## config.mk

```make
export PLATFORM = sky130hd
export DESIGN_NAME = bit_pattern_interpolation_buffer
export DESIGN_NICKNAME = d
export VERILOG_FILES = /design/src/logic/bpi_pkg.sv /design/src/logic/bit_pattern_interpolation_buffer.sv /design/src/logic/stage_memory.sv
export VERILOG_INCLUDE_DIRS = /design/src /design/src/logic
export SDC_FILE = /design/constraint.sdc
export NUM_CORES = 2
export LEC_CHECK = 0
export BUFFER_PORTS_ARGS = -buffer_cell sky130_fd_sc_hd__buf_2
export CAP_MARGIN = 20
export CORE_ASPECT_RATIO = 1.5
export CORE_MARGIN = 1.5
export CORE_UTILIZATION = 67
export DETAILED_ROUTE_END_ITERATION = 8
export PLACE_DENSITY = 0.84
export SYNTH_ARGS = -nofsm -noshare
export SYNTH_HDL_FRONTEND = slang
export SYNTH_SLANG_ARGS = --single-unit
export TNS_END_PERCENT = 50
```

## constraint.sdc

```tcl
create_clock -name pclk -period 31.9 [get_ports pclk]
set_input_delay 6.38 -clock pclk [delete_from_list [all_inputs] [get_ports pclk]]
set_output_delay 6.38 -clock pclk [all_outputs]
set_load 0.01 [all_outputs]
```

## src/logic/bpi_consts.svh

```systemverilog
/*
 * Constants of the bit pattern interpolation block: register indices,
 * command codes, status bit positions and reset values.
 * Assumes inclusion by bare name from the design files.
 */
`ifndef BPI_CONSTS_SVH
`define BPI_CONSTS_SVH

// Register indices; the byte address is four times the index
`define IDX_COMMAND 5'h00
`define IDX_STATUS 5'h00
`define IDX_DATA_LOW 5'h06
`define IDX_DATA_HIGH 5'h07
`define IDX_DIVIDER 5'h08

// Command codes in the low byte of the command register
`define CMD_SET_PATTERN 8'h06
`define CMD_INTERP_MODE 8'h2a
`define CMD_BP_TWO 8'h66
`define CMD_BP_THREE 8'h67
`define CMD_BP_FOUR 8'h68
`define CMD_HOLD 8'h77
`define CMD_RELEASE 8'h78
`define CMD_STOP_INSTANT 8'h27
`define CMD_STOP_DECEL 8'h26

// Field positions
`define CMD_AXIS_LSB 8
`define ST_COUNT_LSB 12
`define ST_NEXT_BIT 11
`define ST_HOLD_BIT 1
`define ST_BUSY_BIT 0

// Reset values and counter marks
`define DIVIDER_RESET 16'h0063
`define MASK_RESET 4'h3
`define IRQ_HIGH_MARK 4'h8
`define IRQ_LOW_MARK 4'h4

`endif

```

## src/logic/bpi_pkg.sv

```systemverilog
/*
 * Types of the bit pattern interpolation block.
 * Assumes bpi_consts.svh holds the numeric constants.
 */
package bpi_pkg;

    typedef struct packed {
        logic [15:0] minus;
        logic [15:0] plus;
    } axis_pattern_t;

    typedef axis_pattern_t [3:0] stage_t;

    typedef struct packed {
        logic [3:0] minus;
        logic [3:0] plus;
    } drive_pulse_t;

    typedef enum logic [1:0] {IDLE, FETCH, RUN} seq_state_t;

    typedef struct packed {
        seq_state_t st;
        logic [3:0] axis_mask;
        logic [15:0] data_low;
        logic [15:0] data_high;
        stage_t staging;
        stage_t current;
        logic [2:0] wr_ptr;
        logic [2:0] rd_ptr;
        logic [3:0] count;
        logic active;
        logic busy;
        logic hold;
        logic [3:0] bit_idx;
        logic [15:0] divider;
        logic [15:0] tick;
        drive_pulse_t pulse;
        logic irq_n;
        logic pready;
        logic pslverr;
        logic [31:0] prdata;
        logic [7:0] lim_s1;
        logic [7:0] lim_s2;
        logic [7:0] lim_s3;
        logic [7:0] lim_q;
    } core_t;

endpackage

```

## src/logic/bit_pattern_interpolation_buffer.sv

```systemverilog
/*
 * Bit pattern interpolation sequencer with an eight stage pre-buffer,
 * reached over an APB slave; drives per-axis plus and minus pulses.
 * Assumes a 100 MHz pclk, asynchronous active-low presetn, limit pins
 * from outside the clock domain and software limits from local logic.
 */
// Added by the designer: register access over APB and the register offsets.
// How it works
// - Commands 66h/67h/68h start two/three/four axes
// - Interp command pushes stage, starts unless held
// - Hold 77h stacks stages, release 78h drives
// - Plus and minus both set ends interpolation
// - Empty buffer ends after last stage
// - Eight stages of 16 bits per axis
// - Stack count shown in status bits 15:12
// - Count 0 empty, 8 full, no writes
// - Count drops by one per finished stage
// - Next-data flag set for counts 1 to 7
// - Stop on main axis flushes the buffer
// - Any limit on interpolating axis stops
// - Interrupt low on count 8->7 or 4->3
// - Interrupt cleared by command or drive end
// - Bits go out from D0 upward
// - Data low plus, high minus, 06h latches
// - Bit one pulses, bit zero stays quiet
`include "bpi_consts.svh"

module bit_pattern_interpolation_buffer
    import bpi_pkg::*;
#(
    parameter int DEPTH = 8,
    parameter int PATTERN_BITS = 16,
    parameter int AXES = 4
) (
    input wire logic pclk,
    input wire logic presetn,
    input wire logic psel,
    input wire logic penable,
    input wire logic pwrite,
    input wire logic [7:0] paddr,
    input wire logic [31:0] pwdata,
    output logic [31:0] prdata,
    output logic pready,
    output logic pslverr,
    input wire logic [3:0] limit_plus_pin,
    input wire logic [3:0] limit_minus_pin,
    input wire logic [3:0] soft_limit,
    output logic [3:0] pulse_plus,
    output logic [3:0] pulse_minus,
    output logic drive_busy,
    output logic continuous_interp_irq_n
);

    if (DEPTH != 8 || PATTERN_BITS != 16 || AXES != 4) begin : g_check
        $error("Only eight stages of 16 bits for four axes are served");
    end

    core_t cur;
    core_t next;
    logic mem_we;
    stage_t mem_rdata;

    function automatic logic [4:0] reg_index(input logic [7:0] a);
        return a[6:2];
    endfunction

    function automatic logic is_mapped(input logic [7:0] a);
        logic [4:0] i;
        i = reg_index(a);
        return a[7] == 1'b0 && a[1:0] == 2'b00 &&
            (i == `IDX_COMMAND || i == `IDX_DATA_LOW ||
             i == `IDX_DATA_HIGH || i == `IDX_DIVIDER);
    endfunction

    // Lowest selected axis acts as the main axis
    function automatic logic [3:0] main_axis(input logic [3:0] m);
        return m & (~m + 4'h1);
    endfunction

    function automatic logic [2:0] axis_count(input logic [3:0] m);
        return 3'(m[0]) + 3'(m[1]) + 3'(m[2]) + 3'(m[3]);
    endfunction

    function automatic logic [31:0] status_word(input core_t c);
        logic [31:0] w;
        w = 32'h0000_0000;
        w[`ST_COUNT_LSB +: 4] = c.count;
        w[`ST_NEXT_BIT] = c.active && c.count >= 4'h1 &&
            c.count <= 4'h7;
        w[`ST_HOLD_BIT] = c.hold;
        w[`ST_BUSY_BIT] = c.st != IDLE;
        return w;
    endfunction

    stage_memory #(
        .WIDTH($bits(stage_t)),
        .DEPTH(DEPTH),
        .AW(3)
    ) u_stage_memory (
        .pclk(pclk),
        .we(mem_we),
        .waddr(cur.wr_ptr),
        .wdata(cur.staging),
        .raddr(cur.rd_ptr),
        .rdata(mem_rdata)
    );

    always_comb begin
        logic setup;
        logic access;
        logic [4:0] idx;
        logic [7:0] code;
        logic [3:0] axes;
        logic [3:0] plus_bits;
        logic [3:0] minus_bits;
        logic [3:0] limits;
        logic finish;
        logic flush;
        logic pop;
        logic [2:0] want;
        setup = 1'b0;
        access = 1'b0;
        idx = 5'h00;
        code = 8'h00;
        axes = 4'h0;
        plus_bits = 4'h0;
        minus_bits = 4'h0;
        limits = 4'h0;
        finish = 1'b0;
        flush = 1'b0;
        pop = 1'b0;
        want = 3'd0;
        mem_we = 1'b0;
        next = cur;
        next.pulse = '0;

        // Limit pins: three stages, a change counts once two agree
        next.lim_s1 = {limit_minus_pin, limit_plus_pin};
        next.lim_s2 = cur.lim_s1;
        next.lim_s3 = cur.lim_s2;
        if (cur.lim_s2 == cur.lim_s3) begin
            next.lim_q = cur.lim_s3;
        end

        // Either direction stops, so a limit area cannot be left
        limits = (cur.lim_q[3:0] | cur.lim_q[7:4] | soft_limit) &
            cur.axis_mask;

        unique case (cur.st)
            IDLE: begin
                if (cur.active && !cur.hold && cur.count != 4'h0) begin
                    next.st = FETCH;
                end
            end
            FETCH: begin
                next.current = mem_rdata;
                next.rd_ptr = cur.rd_ptr + 3'd1;
                next.bit_idx = 4'h0;
                next.tick = 16'h0000;
                next.st = RUN;
            end
            RUN: begin
                if (cur.tick >= cur.divider) begin
                    next.tick = 16'h0000;
                    for (int a = 0; a < 4; a++) begin
                        plus_bits[a] = cur.current[a].plus[cur.bit_idx];
                        minus_bits[a] = cur.current[a].minus[cur.bit_idx];
                    end
                    plus_bits = plus_bits & cur.axis_mask;
                    minus_bits = minus_bits & cur.axis_mask;
                    if ((plus_bits & minus_bits) != 4'h0) begin
                        finish = 1'b1;
                    end else begin
                        next.pulse.plus = plus_bits;
                        next.pulse.minus = minus_bits;
                        next.bit_idx = cur.bit_idx + 4'h1;
                        if (cur.bit_idx == 4'hf) begin
                            pop = 1'b1;
                            next.st = IDLE;
                            if (cur.count == 4'h1) begin
                                finish = 1'b1;
                            end
                        end
                    end
                end else begin
                    next.tick = cur.tick + 16'h0001;
                end
            end
        endcase

        if (cur.st != IDLE && limits != 4'h0) begin
            finish = 1'b1;
        end

        if (pop) begin
            next.count = cur.count - 4'h1;
        end

        // Ending discards whatever stages are still stacked
        if (finish) begin
            flush = 1'b1;
        end

        // APB slave: answer in the first access cycle
        setup = psel && !penable;
        access = psel && penable && cur.pready;
        idx = reg_index(paddr);
        next.pready = setup;
        next.pslverr = setup && !is_mapped(paddr);
        if (setup) begin
            if (!pwrite && is_mapped(paddr)) begin
                if (idx == `IDX_STATUS) begin
                    next.prdata = status_word(cur);
                end else if (idx == `IDX_DIVIDER) begin
                    next.prdata = {16'h0000, cur.divider};
                end else begin
                    next.prdata = 32'h0000_0000;
                end
            end else begin
                next.prdata = 32'h0000_0000;
            end
        end

        if (access && pwrite && !cur.pslverr) begin
            code = pwdata[7:0];
            axes = pwdata[`CMD_AXIS_LSB +: 4];
            if (idx == `IDX_DATA_LOW) begin
                next.data_low = pwdata[15:0];
            end else if (idx == `IDX_DATA_HIGH) begin
                next.data_high = pwdata[15:0];
            end else if (idx == `IDX_DIVIDER) begin
                next.divider = pwdata[15:0];
            end else begin
                unique case (code)
                    `CMD_SET_PATTERN: begin
                        for (int a = 0; a < 4; a++) begin
                            if (axes[a]) begin
                                next.staging[a].plus = cur.data_low;
                                next.staging[a].minus = cur.data_high;
                            end
                        end
                    end
                    `CMD_INTERP_MODE: begin
                        // At least two axes; mode is frozen while active
                        if (!cur.active &&
                            axis_count(cur.data_low[3:0]) >= 3'd2) begin
                            next.axis_mask = cur.data_low[3:0];
                        end
                    end
                    `CMD_BP_TWO, `CMD_BP_THREE, `CMD_BP_FOUR: begin
                        want = 3'(code - `CMD_BP_TWO) + 3'd2;
                        // Full buffer refuses the push silently
                        if (want == axis_count(cur.axis_mask) &&
                            next.count < 4'(DEPTH)) begin
                            mem_we = 1'b1;
                            next.wr_ptr = cur.wr_ptr + 3'd1;
                            next.count = next.count + 4'h1;
                            next.active = 1'b1;
                            next.irq_n = 1'b1;
                            flush = 1'b0;
                        end
                    end
                    `CMD_HOLD: begin
                        if ((axes & main_axis(cur.axis_mask)) != 4'h0) begin
                            next.hold = 1'b1;
                        end
                    end
                    `CMD_RELEASE: begin
                        if ((axes & main_axis(cur.axis_mask)) != 4'h0) begin
                            next.hold = 1'b0;
                        end
                    end
                    `CMD_STOP_INSTANT, `CMD_STOP_DECEL: begin
                        if ((axes & main_axis(cur.axis_mask)) != 4'h0) begin
                            flush = 1'b1;
                        end
                    end
                    default: begin
                    end
                endcase
            end
        end

        if (flush) begin
            next.count = 4'h0;
            next.rd_ptr = next.wr_ptr;
            next.active = 1'b0;
            next.st = IDLE;
            next.irq_n = 1'b1;
        end else if (finish && mem_we) begin
            // New stage arrived as the old run ended: keep only it
            next.count = 4'h1;
            next.rd_ptr = cur.wr_ptr;
            next.st = IDLE;
        end

        // Set wins over a clear in the same cycle
        if ((cur.count == `IRQ_HIGH_MARK &&
             next.count == `IRQ_HIGH_MARK - 4'h1) ||
            (cur.count == `IRQ_LOW_MARK &&
             next.count == `IRQ_LOW_MARK - 4'h1)) begin
            next.irq_n = 1'b0;
        end

        // Registered so the busy output leaves a flip-flop
        next.busy = next.st != IDLE;
    end

    always_ff @(posedge pclk or negedge presetn) begin
        if (!presetn) begin
            cur <= '0;
            cur.st <= IDLE;
            cur.axis_mask <= `MASK_RESET;
            cur.divider <= `DIVIDER_RESET;
            cur.irq_n <= 1'b1;
        end else begin
            cur <= next;
        end
    end

    assign prdata = cur.prdata;
    assign pready = cur.pready;
    assign pslverr = cur.pslverr;
    assign pulse_plus = cur.pulse.plus;
    assign pulse_minus = cur.pulse.minus;
    assign drive_busy = cur.busy;
    assign continuous_interp_irq_n = cur.irq_n;

endmodule

```

## src/logic/stage_memory.sv

```systemverilog
/*
 * Stage memory of the pre-buffer: one write port, one read port whose
 * data leave a register one cycle after the address.
 * Assumes a single clock and no reset on the storage.
 */
module stage_memory #(
    parameter int WIDTH = 128,
    parameter int DEPTH = 8,
    parameter int AW = 3
) (
    input wire logic pclk,
    input wire logic we,
    input wire logic [AW-1:0] waddr,
    input wire logic [WIDTH-1:0] wdata,
    input wire logic [AW-1:0] raddr,
    output logic [WIDTH-1:0] rdata
);

    logic [WIDTH-1:0] mem [DEPTH];

    always_ff @(posedge pclk) begin
        if (we) begin
            mem[waddr] <= wdata;
        end
        rdata <= mem[raddr];
    end

endmodule

```

==> impl_results.html <==
<table>
<tr><th>Metric</th><th>Value</th></tr>
<tr><th colspan="2">Critical path</th></tr>
<tr><td>Largest delay share family, worst path</td><td>buffers and inverters</td></tr>
<tr><td>Required time of the critical path</td><td>around 32 ns</td></tr>
<tr><td>Maximum fanout along the worst path</td><td>58</td></tr>
<tr><td>Critical path, cell by cell</td><td>buf_2, nand3b_1, a21oi_1, nor2_1, and4_1, nand3_1, nor4b_2, buf_4, buf_4</td></tr>
<tr><td>Crit Path Category</td><td>in -&gt; reg</td></tr>
<tr><td>Buffers and inverters on the worst path</td><td>3</td></tr>
<tr><td>Cell with the largest stage delay on the worst path</td><td>sky130_fd_sc_hd__buf_4</td></tr>
<tr><td>Endpoint arrival time on the critical path</td><td>around 10 ns</td></tr>
<tr><td>Most common cell on crit path</td><td>sky130_fd_sc_hd__buf_4</td></tr>
<tr><td>Worst stage delay on the critical path</td><td>between 0.9 and 1 ns</td></tr>
<tr><td>CP Capture Type</td><td>flop</td></tr>
<tr><td>Startpoint type of the worst setup path</td><td>input port</td></tr>
<tr><th colspan="2">Pwr</th></tr>
<tr><td>Sequential share of power</td><td>about 49%</td></tr>
<tr><td>Total leakage power</td><td>21.3 nW</td></tr>
<tr><td>Pwr/cell area</td><td>about 77 nW/um2</td></tr>
<tr><td>Power share of the clock group</td><td>between 30 and 40%</td></tr>
<tr><td>Worst vdd rail ir drop</td><td>64.5 uV</td></tr>
<tr><td>Internal power summed over all cells</td><td>about 0.0037 W</td></tr>
<tr><td>Share of total power in combinational logic</td><td>~18%</td></tr>
<tr><td>Switching portion of total power</td><td>~25%</td></tr>
<tr><td>Power spent charging and discharging nets</td><td>0.00125 W</td></tr>
<tr><th colspan="2">Detailed routing</th></tr>
<tr><td>Number of nets with antenna violations after routing</td><td>0</td></tr>
<tr><td>Detailed-route wire length per cell</td><td>about 31 um</td></tr>
<tr><td>1st-iter DRT viols</td><td>slightly above 3000</td></tr>
<tr><td>Final wirelength</td><td>132 mm</td></tr>
<tr><td>Total vias in the final route</td><td>between 20000 and 30000</td></tr>
<tr><td>Number of remaining DRC errors</td><td>0</td></tr>
<tr><td>First-pass detailed-route iteration total</td><td>5</td></tr>
<tr><td>Detail-routed via count per cell</td><td>just under 7</td></tr>
<tr><th colspan="2">Synthesis</th></tr>
<tr><td>Cell type with the largest total area after synthesis</td><td>sky130_fd_sc_hd__edfxtp_1</td></tr>
<tr><td>Netlist area before placement</td><td>between 50000 and 60000 um2</td></tr>
<tr><td>Share of flip-flops with an asynchronous set or reset after synthesis</td><td>25.9%</td></tr>
<tr><td>Number of unique standard cell types used by synthesis</td><td>72</td></tr>
<tr><td>EDFF count, synth</td><td>~1000</td></tr>
<tr><td>Number of instances in the synthesized netlist</td><td>a little under 3000</td></tr>
<tr><td>Most frequent cells after synthesis</td><td>sky130_fd_sc_hd__edfxtp_1 (1024), sky130_fd_sc_hd__mux2_2 (429), sky130_fd_sc_hd__dfrtp_1 (395)</td></tr>
<tr><td>Library cell with the highest instance count after synthesis</td><td>sky130_fd_sc_hd__edfxtp_1</td></tr>
<tr><td>Sequential fraction of the synthesis area</td><td>74.1%</td></tr>
<tr><td>Number of warning messages in the yosys log</td><td>0</td></tr>
<tr><td>Flip-flop and latch count after synthesis</td><td>around 1600</td></tr>
<tr><td>Synth top area share</td><td>between 50% and 60%</td></tr>
<tr><td>Synth Flop Type</td><td>sky130_fd_sc_hd__edfxtp_1</td></tr>
<tr><td>Average footprint of a synthesized cell</td><td>20.0 um2</td></tr>
<tr><td>Leading post-synthesis cells by cell area</td><td>sky130_fd_sc_hd__edfxtp_1 (52%), sky130_fd_sc_hd__dfrtp_1 (17%), sky130_fd_sc_hd__mux4_2 (11%)</td></tr>
<tr><th colspan="2">Clock tree</th></tr>
<tr><td>Post-CTS repair timing setup buffer count</td><td>0</td></tr>
<tr><td>CTS Buf Count</td><td>132</td></tr>
<tr><td>Clock-pin slew reported for the worst setup and hold paths after clock tree synthesis</td><td>around 0.06 ns</td></tr>
<tr><td>Count of cells resized by post-cts repair</td><td>0</td></tr>
<tr><td>Post-CTS Hold Buffers</td><td>0</td></tr>
<tr><td>Number of clock sinks</td><td>1554</td></tr>
<tr><td>Clock latency at the later pin of the worst-skew pair</td><td>roughly 0.76 ns</td></tr>
<tr><td>Maximum buffer depth of the clock tree</td><td>3</td></tr>
<tr><td>Root buffer cell</td><td>sky130_fd_sc_hd__clkbuf_16</td></tr>
<tr><td>CTS tree</td><td>done</td></tr>
<tr><td>Htree depth</td><td>4</td></tr>
<tr><th colspan="2">Placement</th></tr>
<tr><td>Final estimated routing congestion in global placement</td><td>0.867</td></tr>
<tr><td>Instance count after placement with tap cells included</td><td>roughly 4000</td></tr>
<tr><td>I/O Buffers</td><td>a little under 70</td></tr>
<tr><td>Placed wire-length estimate after detailed placement</td><td>roughly 65 mm</td></tr>
<tr><th colspan="2">Global routing</th></tr>
<tr><td>Global-route track usage on met1</td><td>roughly two fifths</td></tr>
<tr><td>Global-route track usage on met2</td><td>51.6%</td></tr>
<tr><td>Total Routing Usage GR</td><td>a little under a third</td></tr>
<tr><td>Number of global-route vias before repair</td><td>between 30000 and 40000</td></tr>
<tr><td>M3 GR Usage</td><td>under 10%</td></tr>
<tr><td>Initial antenna violation count</td><td>3</td></tr>
<tr><td>Maximum number of pins on one net before global-route repair</td><td>approximately 130</td></tr>
<tr><td>Wire length of the first global-routing pass</td><td>between 150 and 200 mm</td></tr>
<tr><td>Busiest layer in global routing</td><td>met2</td></tr>
<tr><td>Grt ovf</td><td>0</td></tr>
<tr><th colspan="2">Status</th></tr>
<tr><td>Status</td><td>complete, no violations</td></tr>
<tr><th colspan="2">Timing</th></tr>
<tr><td>Min Clock Period, post-route</td><td>around 10 ns</td></tr>
<tr><td>Final clock skew</td><td>roughly 0.025 ns</td></tr>
<tr><td>Worst-Margin Slew</td><td>around 1.1 ns</td></tr>
<tr><td>Max-slew violations</td><td>0</td></tr>
<tr><td>Final period util</td><td>around 31%</td></tr>
<tr><td>Setup TNS</td><td>0 ns</td></tr>
<tr><td>Total setup violations reported at the end of the flow</td><td>0</td></tr>
<tr><td>Top achievable clock speed</td><td>between 100 and 150 MHz</td></tr>
<tr><td>Final hold violation count</td><td>0</td></tr>
<tr><td>Setup repair after global routing missed its margin</td><td>false</td></tr>
<tr><td>Worst slew slack as a fraction of its limit</td><td>around 24%</td></tr>
<tr><th colspan="2">Die</th></tr>
<tr><td>Die Wd</td><td>around 240 um</td></tr>
<tr><td>Starting density of the core</td><td>between 60% and 70%</td></tr>
<tr><td>Chip height</td><td>~370 um</td></tr>
<tr><td>Core Area</td><td>86500 um2</td></tr>
<tr><td>Total die area</td><td>just under 90000 um2</td></tr>
<tr><td>Cell row count</td><td>about 130</td></tr>
<tr><td>Count of boundary I/O pins</td><td>a little over 100</td></tr>
<tr><th colspan="2">Cells and area</th></tr>
<tr><td>Syn-to-layout area delta</td><td>10.2%</td></tr>
<tr><td>Final-stage net count</td><td>3104</td></tr>
<tr><td>Multi-input logic area</td><td>roughly 14000 um2</td></tr>
<tr><td>Non-filler cells in the finished layout</td><td>about 4300</td></tr>
<tr><td>FF/Latch Area</td><td>43400 um2</td></tr>
<tr><td>Layout cell share with drive strength beyond 1</td><td>between 30% and 40%</td></tr>
<tr><td>Filler Cell Count</td><td>4409</td></tr>
<tr><td>Diode insertion count for antenna repair</td><td>0</td></tr>
<tr><th colspan="2">Min path</th></tr>
<tr><td>Classification of the worst-slack hold path</td><td>reg -&gt; reg</td></tr>
<tr><th colspan="2">Flow run</th></tr>
<tr><td>Max-cap check violation count</td><td>0</td></tr>
</table>
## registers in the layout (all words and copies together), names as in the netlist
register                 cells
pslverr                      1
drive_busy                   1
pulse_minus                  4
u_stage_memory.rdata       128
continuous_interp_irq_n      1
prdata                      16
u_stage_memory.mem        1024
cur                        374
pulse_plus                   4
pready                       1
## final cells by class
class	instances	area share, %
multi-input combinational	1180	22.2
sequential	1554	67.2
timing repair buffer	111	1.20
clock inverter	73	1.25
clock buffer	172	5.67
tap	1139	2.21
inverter	35	0.211
## kinds of logic after synthesis
group           share of synthesized area [%]
compound gates                           1.58
xor+xnor                                0.323
fa+ha+maj                               0.730
buf+inv                                  1.68
flops                                    74.1
mux                                      19.6
other cells                           0.00640
simple gates                             2.01
## path summary, 6_finish.rpt
kind                          start                        end  slack [ns]  depth (start not counted)
max                        paddr[5]  u_stage_memory.mem[4][17]       21.91                          9
min                         cur[24]                    cur[16]        0.35                          0
max reg2reg                cur[107]  u_stage_memory.mem[4][17]       24.91                         11
min reg2reg                 cur[24]                    cur[16]        0.35                          0
max in group asynchronous   presetn                   cur[282]       23.40                          4
min in group asynchronous   presetn                   cur[350]        5.69                          1
## metal layers
layer | up-vias | wire, um
li1 | 11700 | -
met1 | 15200 | 46700
met2 | 1657 | 68000
met3 | 367 | 10200
met4 | 4 | 6590
met5 | - | 31
## metrics by stage
step                instance area, um2  hold slack (ns)  utilization (%)  worst slack, ns  power, W
finish                           64500            0.347             74.6            21.91   0.00494
global route                     64500            0.362             74.6            21.74   0.00510
CTS                              64500            0.350             74.5            21.96   0.00496
detailed placement               60000            0.337             69.4            21.17   0.00329
global placement                 60000            0.332             69.4            21.27   0.00325
floorplan                        58600            0.331                -            10.40   0.00306
## cells in the final DEF (no fill, tap or decap), drive strengths merged, types with 17 or more instances in the layout
master and instances:
edfxtp 1024, mux2 431, dfrtp 395, mux4 280, clkbuf 172, dfxtp 128
buf 111, nand2 78, o21ai 62, clkinv 45, inv 44, mux2i 34
ha 31, nor2 27, and3 23, a21oi 20, nand2b 17
## power groups by stage
stage          Sequential [W]  Combinational [W]  Clock [W]
2_1_floorplan         0.00237           0.000689          0
6_report              0.00241           0.000873    0.00165
5_1_grt               0.00243           0.000925    0.00174
4_1_cts               0.00241           0.000876    0.00167
3_5_place_dp          0.00244           0.000852          0
3_3_place_gp          0.00243           0.000823          0
Power figures use the tool's default switching activity.
